--- src/shared/acss_pkg.sv ---
// Constants, register map and helpers for the aux channel soft start block
package acss_pkg;
  localparam int unsigned CLK_PERIOD_NS = 5;
  localparam int unsigned STEP_NS       = 40;
  localparam int unsigned STEP_CYCLES   = (STEP_NS + CLK_PERIOD_NS - 1) / CLK_PERIOD_NS;
  localparam logic [15:0] STEP_TICKS    = 16'(STEP_CYCLES);

  localparam logic [15:0] ADDR_CFG    = 16'hFE68;
  localparam logic [15:0] ADDR_CTRL   = 16'hFF00;
  localparam logic [15:0] ADDR_STATUS = 16'hFF04;
  localparam logic [15:0] ADDR_RAMP   = 16'hFF08;

  localparam logic [7:0] CFG_RESET  = 8'h00;
  localparam logic [1:0] CTRL_RESET = 2'h0;

  // Configuration fields
  localparam int unsigned CFG_A_ORDER   = 7;
  localparam int unsigned CFG_B_ORDER   = 6;
  localparam int unsigned CFG_RATE_HI   = 5;
  localparam int unsigned CFG_RATE_LO   = 4;
  localparam int unsigned CFG_GLOBAL    = 3;
  localparam int unsigned CFG_P2_FORM   = 2;
  localparam int unsigned CFG_ODD_SEL   = 1;
  localparam int unsigned CFG_EVEN_SEL  = 0;
  // Control and status fields
  localparam int unsigned CTRL_ENABLE   = 0;
  localparam int unsigned CTRL_START    = 1;
  localparam int unsigned STAT_ACTIVE   = 0;
  localparam int unsigned STAT_DONE     = 1;

  localparam logic [1:0] RESP_OKAY   = 2'h0;
  localparam logic [1:0] RESP_SLVERR = 2'h2;

  typedef enum logic [1:0] {ACSS_IDLE, ACSS_RAMP, ACSS_DONE} acss_state_t;

  // Switching cycles per 40 ns step for a rate code
  function automatic logic [3:0] acss_cycles_per_step(input logic [1:0] code);
    acss_cycles_per_step = 4'h1 << code;
  endfunction : acss_cycles_per_step
endpackage : acss_pkg

--- src/hdl/acss_step_timer.sv ---
// Switching-cycle divider that paces the 40 ns soft start steps
`timescale 1ns/100ps
module acss_step_timer
  import acss_pkg::*;
(
  input  wire logic       aclk,
  input  wire logic       aresetn,
  input  wire logic       run,
  input  wire logic       cycle_start,
  input  wire logic [1:0] rate_code,
  output logic            step
);
  logic [3:0] count_reg;
  logic [3:0] last;

  assign last = acss_cycles_per_step(rate_code) - 4'h1;

  always_ff @(posedge aclk)
  begin
    if (!aresetn || !run)
    begin
      count_reg <= 4'h0;
      step      <= 1'b0;
    end
    else if (cycle_start)
    begin
      // Rate changes take effect at once; a count past the new end wraps now
      if (count_reg >= last)
      begin
        count_reg <= 4'h0;
        step      <= 1'b1; // [RULE_03]
      end
      else
      begin
        count_reg <= count_reg + 4'h1;
        step      <= 1'b0;
      end
    end
    else
    begin
      step <= 1'b0;
    end
  end
endmodule : acss_step_timer

--- src/hdl/acss_top.sv ---
// Aux channel soft start edge ramping with AXI4-Lite configuration
//
// Local design decision: the AXI4-Lite register port.
`timescale 1ns/100ps
// Overview of operation
// [RULE_01] Order bit 7 set: pins 1,2,5,6 fall after they rise each cycle.
// [RULE_02] Bit 6 used only with bit 7: 0 pins 3,4,7,8 rise after fall.
// [RULE_03] Rate code 0..3 applies one 40 ns step per 1, 2, 4 or 8 cycles.
// [RULE_04] Global bit clear: odd and even variation separate; set: all use pin 2.
// [RULE_05] A config bit selects the pin 2 variation formula.
// [RULE_06] Formula 0 is fall minus rise; formula 1 is period minus rise.
// [RULE_07] Odd source bit picks pin 1 or pin 3 edges; ignored under global.
// [RULE_08] Even source bit picks pin 2 or pin 4 edges; ignored under global.
// [RULE_09] Count cycles, step 40 ns per elapsed count, stop at final edges.
module acss_top
  import acss_pkg::*;
(
  input  wire logic        aclk,
  input  wire logic        aresetn,
  input  wire logic [15:0] awaddr,
  input  wire logic        awvalid,
  output logic             awready,
  input  wire logic [31:0] wdata,
  input  wire logic [3:0]  wstrb,
  input  wire logic        wvalid,
  output logic             wready,
  output logic [1:0]       bresp,
  output logic             bvalid,
  input  wire logic        bready,
  input  wire logic [15:0] araddr,
  input  wire logic        arvalid,
  output logic             arready,
  output logic [31:0]      rdata,
  output logic [1:0]       rresp,
  output logic             rvalid,
  input  wire logic        rready,
  input  wire logic [15:0] period_ticks,
  input  wire logic [15:0] rise_ticks [8],
  input  wire logic [15:0] fall_ticks [8],
  output logic             pwm_pin_1,
  output logic             pwm_pin_2,
  output logic             pwm_pin_3,
  output logic             pwm_pin_4,
  output logic             pwm_pin_5,
  output logic             pwm_pin_6,
  output logic             pwm_pin_7,
  output logic             pwm_pin_8,
  output logic             soft_start_active,
  output logic             soft_start_done
);
  logic [7:0]  cfg_reg;
  logic        enable_reg;
  logic        start_reg;
  acss_state_t state_reg;
  logic [15:0] tick_reg;
  logic        cycle_start;
  logic [15:0] odd_ramp_reg;
  logic [15:0] even_ramp_reg;
  logic [15:0] odd_target;
  logic [15:0] even_target;
  logic [15:0] p2_var;
  logic        step;
  logic [7:0]  pins_next;
  logic [7:0]  pins_reg;
  logic [15:0] aw_addr_reg;
  logic        aw_held_reg;
  logic [31:0] w_data_reg;
  logic [3:0]  w_strb_reg;
  logic        w_held_reg;
  logic        do_write;
  // Pulse width of an edge pair, allowing the pulse to wrap the cycle end
  function automatic logic [15:0] span(input logic [15:0] r, input logic [15:0] f,
                                       input logic [15:0] p);
    span = (f >= r) ? f - r : p - r + f;
  endfunction : span
  function automatic logic [15:0] min16(input logic [15:0] a, input logic [15:0] b);
    min16 = (a < b) ? a : b;
  endfunction : min16
  // High between start and end; start above end means the pulse wraps
  function automatic logic level(input logic [15:0] t, input logic [15:0] s,
                                 input logic [15:0] e);
    level = (s <= e) ? (t >= s && t < e) : (t >= s || t < e);
  endfunction : level
  // AXI4-Lite slave; ready stays low while a response waits
  assign do_write = aw_held_reg && w_held_reg && !bvalid;
  always_ff @(posedge aclk)
  begin
    if (!aresetn)
    begin
      awready     <= 1'b0;
      aw_held_reg <= 1'b0;
      aw_addr_reg <= 16'h0000;
    end
    else if (awready && awvalid)
    begin
      awready     <= 1'b0;
      aw_held_reg <= 1'b1;
      aw_addr_reg <= awaddr;
    end
    else
    begin
      aw_held_reg <= aw_held_reg && !do_write;
      awready     <= !aw_held_reg && !awready && !bvalid;
    end
  end
  always_ff @(posedge aclk)
  begin
    if (!aresetn)
    begin
      wready     <= 1'b0;
      w_held_reg <= 1'b0;
      w_data_reg <= 32'h0000_0000;
      w_strb_reg <= 4'h0;
    end
    else if (wready && wvalid)
    begin
      wready     <= 1'b0;
      w_held_reg <= 1'b1;
      w_data_reg <= wdata;
      w_strb_reg <= wstrb;
    end
    else
    begin
      w_held_reg <= w_held_reg && !do_write;
      wready     <= !w_held_reg && !wready && !bvalid;
    end
  end
  always_ff @(posedge aclk)
  begin
    if (!aresetn)
    begin
      bvalid <= 1'b0;
      bresp  <= RESP_OKAY;
    end
    else if (do_write)
    begin
      bvalid <= 1'b1;
      bresp  <= (aw_addr_reg == ADDR_CFG || aw_addr_reg == ADDR_CTRL ||
                 aw_addr_reg == ADDR_STATUS || aw_addr_reg == ADDR_RAMP) ?
                RESP_OKAY : RESP_SLVERR;
    end
    else if (bready)
    begin
      bvalid <= 1'b0;
    end
  end
  // Configuration is sampled live; changing it mid-ramp alters the ramp at once
  always_ff @(posedge aclk)
  begin
    if (!aresetn)
    begin
      cfg_reg    <= CFG_RESET;
      enable_reg <= CTRL_RESET[CTRL_ENABLE];
      start_reg  <= CTRL_RESET[CTRL_START];
    end
    else
    begin
      start_reg <= 1'b0;
      if (do_write && w_strb_reg[0])
      begin
        if (aw_addr_reg == ADDR_CFG)
        begin
          cfg_reg <= w_data_reg[7:0];
        end
        if (aw_addr_reg == ADDR_CTRL)
        begin
          enable_reg <= w_data_reg[CTRL_ENABLE];
          start_reg  <= w_data_reg[CTRL_START];
        end
      end
    end
  end
  always_ff @(posedge aclk)
  begin
    if (!aresetn)
    begin
      arready <= 1'b0;
      rvalid  <= 1'b0;
      rdata   <= 32'h0000_0000;
      rresp   <= RESP_OKAY;
    end
    else if (rvalid)
    begin
      rvalid <= !rready;
    end
    else if (arready && arvalid)
    begin
      arready <= 1'b0;
      rvalid  <= 1'b1;
      rresp   <= RESP_OKAY;
      unique case (araddr)
        ADDR_CFG:    rdata <= {24'h000000, cfg_reg};
        ADDR_CTRL:   rdata <= {31'h00000000, enable_reg};
        ADDR_STATUS: rdata <= {30'h00000000, soft_start_done, soft_start_active};
        ADDR_RAMP:   rdata <= {even_ramp_reg, odd_ramp_reg};
        default:
        begin
          rdata <= 32'h0000_0000;
          rresp <= RESP_SLVERR;
        end
      endcase
    end
    else
    begin
      arready <= !arready;
    end
  end
  // Switching cycle timebase; a shorter period cuts the running cycle at once
  assign cycle_start = (tick_reg == 16'h0000);
  always_ff @(posedge aclk)
  begin
    if (!aresetn || !enable_reg || tick_reg + 16'h0001 >= period_ticks)
    begin
      tick_reg <= 16'h0000;
    end
    else
    begin
      tick_reg <= tick_reg + 16'h0001;
    end
  end
  // Variation targets
  always_comb
  begin
    p2_var = cfg_reg[CFG_P2_FORM] ? period_ticks - rise_ticks[1] // [RULE_05] [RULE_06]
                                  : span(rise_ticks[1], fall_ticks[1], period_ticks);
    if (cfg_reg[CFG_GLOBAL])
    begin
      odd_target  = p2_var; // [RULE_04]
      even_target = p2_var;
    end
    else
    begin
      odd_target  = cfg_reg[CFG_ODD_SEL] ? // [RULE_07]
                    span(rise_ticks[2], fall_ticks[2], period_ticks) :
                    span(rise_ticks[0], fall_ticks[0], period_ticks);
      even_target = cfg_reg[CFG_EVEN_SEL] ? // [RULE_08]
                    span(rise_ticks[3], fall_ticks[3], period_ticks) : p2_var;
    end
  end
  // Soft start sequencing
  acss_step_timer u_step_timer (
    .aclk        (aclk),
    .aresetn     (aresetn),
    .run         (state_reg == ACSS_RAMP),
    .cycle_start (cycle_start),
    .rate_code   (cfg_reg[CFG_RATE_HI:CFG_RATE_LO]),
    .step        (step)
  );
  always_ff @(posedge aclk)
  begin
    if (!aresetn || !enable_reg)
    begin
      state_reg     <= ACSS_IDLE;
      odd_ramp_reg  <= 16'h0000;
      even_ramp_reg <= 16'h0000;
    end
    else if (start_reg)
    begin
      state_reg     <= ACSS_RAMP;
      odd_ramp_reg  <= 16'h0000;
      even_ramp_reg <= 16'h0000;
    end
    else if (state_reg == ACSS_RAMP)
    begin
      if (odd_ramp_reg >= odd_target && even_ramp_reg >= even_target)
      begin
        state_reg <= ACSS_DONE; // [RULE_09]
      end
      else if (step)
      begin
        // Clamp so the last step lands exactly on the final on-time
        odd_ramp_reg  <= min16(odd_ramp_reg + STEP_TICKS, odd_target); // [RULE_09]
        even_ramp_reg <= min16(even_ramp_reg + STEP_TICKS, even_target);
      end
    end
  end
  // Edge placement
  always_comb
  begin
    logic [15:0] on_t;
    logic [15:0] half;
    logic [15:0] s;
    logic [15:0] e;
    on_t      = 16'h0000;
    half      = 16'h0000;
    s         = 16'h0000;
    e         = 16'h0000;
    pins_next = 8'h00;
    for (int i = 0; i < 8; i++)
    begin
      s = rise_ticks[i];
      e = fall_ticks[i];
      if (state_reg == ACSS_RAMP)
      begin
        // Index bit 0 even means pins 1,3,5,7 (odd group)
        on_t = min16(i[0] ? even_ramp_reg : odd_ramp_reg,
                     span(rise_ticks[i], fall_ticks[i], period_ticks));
        half = on_t >> 1;
        if (!cfg_reg[CFG_A_ORDER])
        begin
          s = (fall_ticks[i] >= on_t) ? fall_ticks[i] - on_t
                                      : fall_ticks[i] + period_ticks - on_t;
          e = fall_ticks[i];
        end
        else if (!i[1] || cfg_reg[CFG_B_ORDER])
        begin
          s = rise_ticks[i]; // [RULE_01] [RULE_02]
          e = min16(rise_ticks[i] + on_t, period_ticks);
        end
        else
        begin
          s = period_ticks - (on_t - half); // [RULE_02]
          e = half;
        end
      end
      pins_next[i] = (state_reg != ACSS_IDLE) && level(tick_reg, s, e);
    end
  end
  always_ff @(posedge aclk)
  begin
    if (!aresetn)
    begin
      pins_reg          <= 8'h00;
      soft_start_active <= 1'b0;
      soft_start_done   <= 1'b0;
    end
    else
    begin
      pins_reg          <= pins_next;
      soft_start_active <= (state_reg == ACSS_RAMP);
      soft_start_done   <= (state_reg == ACSS_DONE);
    end
  end
  assign pwm_pin_1 = pins_reg[0];
  assign pwm_pin_2 = pins_reg[1];
  assign pwm_pin_3 = pins_reg[2];
  assign pwm_pin_4 = pins_reg[3];
  assign pwm_pin_5 = pins_reg[4];
  assign pwm_pin_6 = pins_reg[5];
  assign pwm_pin_7 = pins_reg[6];
  assign pwm_pin_8 = pins_reg[7];
endmodule : acss_top

--- config.mk ---
export PLATFORM = sky130hd
export DESIGN_NAME = acss_top
export DESIGN_NICKNAME = d
export VERILOG_FILES = /design/src/shared/acss_pkg.sv /design/src/hdl/acss_step_timer.sv /design/src/hdl/acss_top.sv
export SDC_FILE = /design/constraint.sdc
export NUM_CORES = 2
export LEC_CHECK = 0
export BUFFER_PORTS_ARGS = -buffer_cell sky130_fd_sc_hd__clkbuf_2
export CAP_MARGIN = 20
export CORE_ASPECT_RATIO = 1.25
export CORE_MARGIN = 2
export CORE_UTILIZATION = 40
export DETAILED_ROUTE_END_ITERATION = 6
export PLACE_DENSITY = 0.62
export SYNTH_ARGS = -nofsm -noshare
export SYNTH_HDL_FRONTEND = slang
export SYNTH_SLANG_ARGS = --single-unit
--- constraint.sdc ---
create_clock -name aclk -period 15.7 [get_ports aclk]
set_input_delay 1.57 -clock aclk [delete_from_list [all_inputs] [get_ports aclk]]
set_output_delay 1.57 -clock aclk [all_outputs]
set_load 0.005 [all_outputs]
### After elaboration in Yosys (flattened, before gate mapping)

Index checks and enable logic that the tools add are counted.

* bits in registers: 143
* input bits: 347
* output and inout port bits: 51
* word-level logic and storage cells: 345

* add/sub/neg operators: 69
* $lt $le $gt $ge: 62
* eq/ne operators: 10
* shift operators: 1
* mux-type cells: 102
* bitwise operators: 4
* reductions and logical operators: 71

Operators by type and width (number)
* $mux 16: 79
* $sub 16x16->16: 36
* $ge 16x16->1: 27
* $lt 16x16->1: 26
* $add 16x16->16: 24
* $eq 16x16->1 const B: 8
* $le 16x16->1: 8
* $pmux 32 s4: 1
* $sub 16x15->16: 4
* $add 16x4->16 const B: 2
* $logic_and 1x1->1: 29
* $mux 1: 19
* $add 16x1->16 const B: 1
* $logic_not 16->1: 1
* $logic_or 1x1->1: 14
* $logic_not 1->1: 11
* $reduce_and 2->1: 5
* $reduce_bool 2->1: 4
* $reduce_or 2->1: 4
* $reduce_and 3->1: 2
* $add 4x1->4 const B: 1
* $ge 4x4->1: 1
* $mux 2: 2
* $mux 4: 1
* 6 further kinds: 9

### Logic depth before layout (Yosys ltp)

* depth after elaboration: 15
* mapped depth: 62
* depth with buffers taken out: 59

### Cells and area by module

Synthesis repeated with hierarchy kept, for this count alone.

* cell total of the unflattened synthesis: 9142
* area total of the unflattened synthesis: 68544.5 um2

By module, submodules not included
* acss_top: times used 1, cells each 9104, area an instance 68191.7 um2, seq. area each 2722.6 um2
* acss_step_timer: times used 1, cells each 38, area an instance 352.8 um2, seq. area each 100.1 um2

### Worst setup path before layout

OpenSTA, ideal clock, no wires.

* kind: input to register
* start point: in period_ticks[1]
* end point: reg pins_reg[7]
* library setup time: 0.117 ns
* arrival time: 12.769 ns
* data required time: 15.583 ns
* slack: 2.813 ns
* stages on the path: 56
* buffers on the path: 4
* path through: inv_1 fa_1 inv_1 fa_1 a21o_1 a21oi_1 nor2b_1 o21a_1 o41a_1 a211oi_1 a21oi_1 xor2_1 mux2i_1 ha_1 nand3_1 nor3_1 nand2_1 o221ai_1 [20 not listed] a21oi_1 clkbuf_1 clkbuf_1 o211ai_1 o211ai_1 o21ai_0 ha_1 a21oi_1 o221ai_1 a21o_1 a21o_1 a21o_1 a21o_1 a21oi_1 a31oi_1 nor2_1 a2111oi_0 a32o_1

* longest elaborated chain between the ends: 15
* elaborated cells between the ends (all ways): 28
* classes of those cells: add/sub (8); order compare (6); mux (11); reduce/logical (3)

Ends and longest elaborated chain
* start, declared: RTL line acss_top.sv:37 `input wire logic [15:0] period_ticks,`
* $sub 16x16->16: RTL line acss_top.sv:74 `span = (f >= r) ? f - r : p - r + f;`
* $add 16x16->16: RTL line acss_top.sv:74
* $mux 16: RTL line acss_top.sv:74
* $lt 16x16->1: RTL line acss_top.sv:77 `min16 = (a < b) ? a : b;`
* $mux 16: RTL line acss_top.sv:77
* $add 16x16->16: RTL line acss_top.sv:308 `e = min16(rise_ticks[i] + on_t, period_ticks);`
* $lt 16x16->1: RTL line acss_top.sv:77
* $mux 16: RTL line acss_top.sv:77
* $mux 16: RTL line acss_top.sv:305 `else if (!i[1] || cfg_reg[CFG_B_ORDER])`
* $mux 16: RTL line acss_top.sv:299 `if (!cfg_reg[CFG_A_ORDER])`
* $mux 16: RTL line acss_top.sv:293 `if (state_reg == ACSS_RAMP)`
* $lt 16x16->1: RTL line acss_top.sv:82 `level = (s <= e) ? (t >= s && t < e) : (t >= s || t < e);`
* $logic_or 1x1->1 / $logic_and 1x1->1 (equally long branches): RTL line acss_top.sv:82
* $mux 1 (*): RTL line acss_top.sv:82
* $logic_and 1x1->1 (*): RTL line acss_top.sv:316 `pins_next[i] = (state_reg != ACSS_IDLE) && level(tick_reg, s, e);`
* end signal, assigned: RTL line acss_top.sv:329 `pins_reg <= pins_next;`
* end, declared: RTL line acss_top.sv:64 `logic [7:0] pins_reg;`

Every way passes the cells marked *; elsewhere a longest branch is shown, timed or not.
A chain may end at the register's enable or synchronous reset.

### Final worst setup path

* start point: in period_ticks[2]
* end point: reg pins_reg[5]

* longest elaborated chain between the ends: 14
* elaborated cells between the ends (all ways): 24
* classes of those cells: add/sub (6); order compare (6); mux (9); reduce/logical (3)

Ends and longest elaborated chain (RTL line)
* $sub 16x16->16: acss_top.sv:74
* $add 16x16->16: acss_top.sv:74
* $mux 16: acss_top.sv:74
* $lt 16x16->1: acss_top.sv:77
* $mux 16: acss_top.sv:77
* $add 16x16->16: acss_top.sv:308
* $lt 16x16->1: acss_top.sv:77
* $mux 16: acss_top.sv:77
* $mux 16: acss_top.sv:299
* $mux 16: acss_top.sv:293
* $lt 16x16->1: acss_top.sv:82
* $logic_or 1x1->1 / $logic_and 1x1->1 (equally long branches): acss_top.sv:82
* $mux 1 (*): acss_top.sv:82
* $logic_and 1x1->1 (*): acss_top.sv:316

Marks and branches as above.

==> impl_metrics.py <==
metrics = {
    "grt": {
        "grt_pass1_wl_mm": 439,
        "grt_max_degree": 133,
        "grt_pass1_vias": 68869,
        "grt-ovfl-total": 0,
        "globalRouteTotalUtil": 0.337,
        "antenna_found_initial": 34,
    },
    "floorplanning": {
        "rows": 169,
        "ios": 398,
        "die_w_um": 374,
        "dieArea_sq_um": 175000,
        "initial_utilization": 0.403,
        "die_h_um": 467,
        "core_sq_um": 170000,
    },
    "timing": {
        "rsz0062_at_grt": "false",
        "min_period_over_period": 0.894,
        "finalMaxSlewViolations": 0,
        "fmax_mhz": 71.3,
        "fin_skew_ps": 22.2,
        "relSlewSlack": 0.141,
        "setup-tns-final_ps": 0,
        "worstMarginPinSlew_ps": 1290,
        "hold_viol_final": 0,
        "setup_viol": 0,
        "post-route-min-period_ps": 14030,
    },
    "setup_path": {
        "rrSetupSlack_ps": 5380,
        "setup.worst_path.class": "input port to flip-flop",
        "crit_end": "pins_reg[5]",
        "start_kind": "input port",
        "reg2reg_from": "even_ramp_reg[5]",
        "cp_common_cell": "o21ai_0",
        "crit_path_top_delay_cell": "o21ai_2",
        "crit_fanout": 22,
        "critPathLaunch": "period_ticks[2]",
        "endpoint_kind": "flip-flop",
        "cpPeakStageDelay_ps": 850,
        "critPathRequiredTime_ps": 16130,
        "crit_arrival_ps": 14460,
        "timing.rr.end": "pins_reg[5]",
        "ff2ff_path_depth": 40,
    },
    "worst_hold_path": {
        "hold_class": "flip-flop to flip-flop",
    },
    "cells_and_area": {
        "area_growth_pct": 8.80,
        "multi_input_area_sq_um": 61600,
        "seq_area_sq_um": 2840,
        "num-fill-cells": 17558,
        "final_layout_size_suffix_gt1_frac": 0.0843,
        "top_register": "rdata",
        "finalNonFillerCells": 11654,
        "largest_register_ffs": 32,
        "fin_nets": 11460,
    },
    "placement": {
        "dp.cells": 11609,
        "gp_congestion": 1.02,
        "portBuffers": 368,
        "detailed_place_hpwl_mm": 247,
    },
    "clock_network": {
        "post_cts_resized": 0,
        "cts.clk_slew.worst_paths_ps": 80,
        "htreeDepth": 4,
        "cts_root_buffer": "clkbuf_16",
        "cts.sinks": 141,
        "clock_latency_ps": 530,
        "clk_path_buf_depth": 2,
        "cts_setup_buffers": 0,
        "cts_buffers": 17,
        "hold_buffers": 0,
        "cts_tree": "yes",
    },
    "logic_synthesis": {
        "async_reset_ff_frac": 0,
        "yosysTopAreaCell": "ha_1",
        "ys_seq_area_frac": 0.0412,
        "synth_cells": 9074,
        "synth-main-ff-cell": "dfxtp_1",
        "synth_cell_type_count": 94,
        "avgSynthCellArea_sq_um": 7.56,
        "synth_top_area_frac": 0.255,
        "synthTopCellsByArea": "ha_1 (25%), fa_1 (9.1%), a21oi_1 (6.3%), xnor2_1 (5.2%), inv_1 (4.9%)",
        "yosysMostFrequentCell": "ha_1",
        "yosys_register_bits": 141,
        "netlist_area_sq_um": 68600,
        "synth_warnings": 0,
        "synth_edf_count": 0,
        "ys_top_cells_by_count": "ha_1 (1396), inv_1 (898), a21oi_1 (865)",
    },
    "outcome": {
        "status": "completed",
    },
    "routing": {
        "vias": 71792,
        "wl_mm": 305,
        "first_pass_iters": 6,
        "routed_via_density": 6.16,
        "drt_iter0_drc": 6223,
        "ant_nets": 0,
        "drt-wirelength-per-cell_um": 26.1,
        "drc": 0,
    },
    "power": {
        "power.density_nw_per_um2": 50.8,
        "ir_worst_vdd_v": 0.0000697,
        "p_leak_uw": 0.0370,
    },
    "job": {
        "drv_cap": 0,
    },
}
-- per-layer routing --
layer	wire, um	up-vias	GRT usage	share of wire
li1	-	33506	-	-
met5	209	-	0	0.00069
met2	133000	3199	0.539	0.44
met1	116000	33980	0.385	0.38
met3	24600	1079	0.0671	0.081
met4	30900	28	0.291	0.10
-- how the worst min path moves through the flow --
stage                 from      end  slack [ps]  cells after the start
2_1_floorplan  aw_held_reg  awready         420                      1
3_3_place_gp    w_held_reg   wready         430                      1
3_5_place_dp    w_held_reg   wready         440                      1
4_1_cts        aw_held_reg  awready         460                      1
5_1_grt        aw_held_reg  awready         470                      1
6_report       aw_held_reg  awready         460                      1
-- cell usage in the layout, fill, tap and decap left out, types with 147 or more instances in the layout --
cell type	Yosys	layout
ha_1	1396	1396
inv_1	898	883
a21oi_1	865	857
nor2_1	703	699
nand2_1	593	591
o21ai_0	505	503
xnor2_1	405	405
clkbuf_2	0	368
a21o_1	357	357
fa_1	311	311
xor2_1	205	205
nand3_1	190	190
buf_4	2	183
nor3_1	179	179
mux2i_1	175	175
o21a_1	173	173
nor2b_1	147	147
-- per-stage QoR --
stage | hold WS, ps | total power [uW] | worst slack [ps] | util | cell area (sq um)
floorplan | 415 | 2340 | 2810 | - | 68600
global placement | 428 | 3180 | 1470 | 0.435 | 73900
CTS | 456 | 3730 | 1880 | 0.438 | 74500
detailed placement | 442 | 3230 | 1370 | 0.435 | 73900
finish | 458 | 3790 | 1670 | 0.439 | 74600
global route | 474 | 4080 | 743 | 0.439 | 74600
-- cell type report --
class	instances	area share
multi-input combinational	7787	0.825
inverter	901	0.0453
timing repair buffer	558	0.0451
sequential	141	0.0381
tap	2223	0.0373
clock buffer	17	0.00570
clock inverter	15	0.00265
antenna	12	0.000403
-- worst max-delay path, delay by kind of cell --
kind	cells	cell delay [ps]
compound gates	22	5210
simple gates	13	2790
fa+ha+maj	6	2180
mux	3	1220
buf+inv	6	1130
xor+xnor	2	330
-- report_power, final --
part | leakage [uW] | internal (uW) | switching [uW]
Combinational | 0.0355 | 1140 | 1800
Sequential | 0.00115 | 364 | 4.60
Clock | 0.000305 | 256 | 226
-- cells by family after synthesis --
| family | Yosys count | share of synthesized area |
|---|---|---|
| simple gates | 2414 | 0.168 |
| fa+ha+maj | 1707 | 0.346 |
| other cells | 1 | 0.0000547 |
| flops | 141 | 0.0412 |
| xor+xnor | 616 | 0.0799 |
| compound gates | 2803 | 0.265 |
| buf+inv | 1147 | 0.0631 |
| mux | 245 | 0.0373 |
Power figures use the tool's default switching activity.
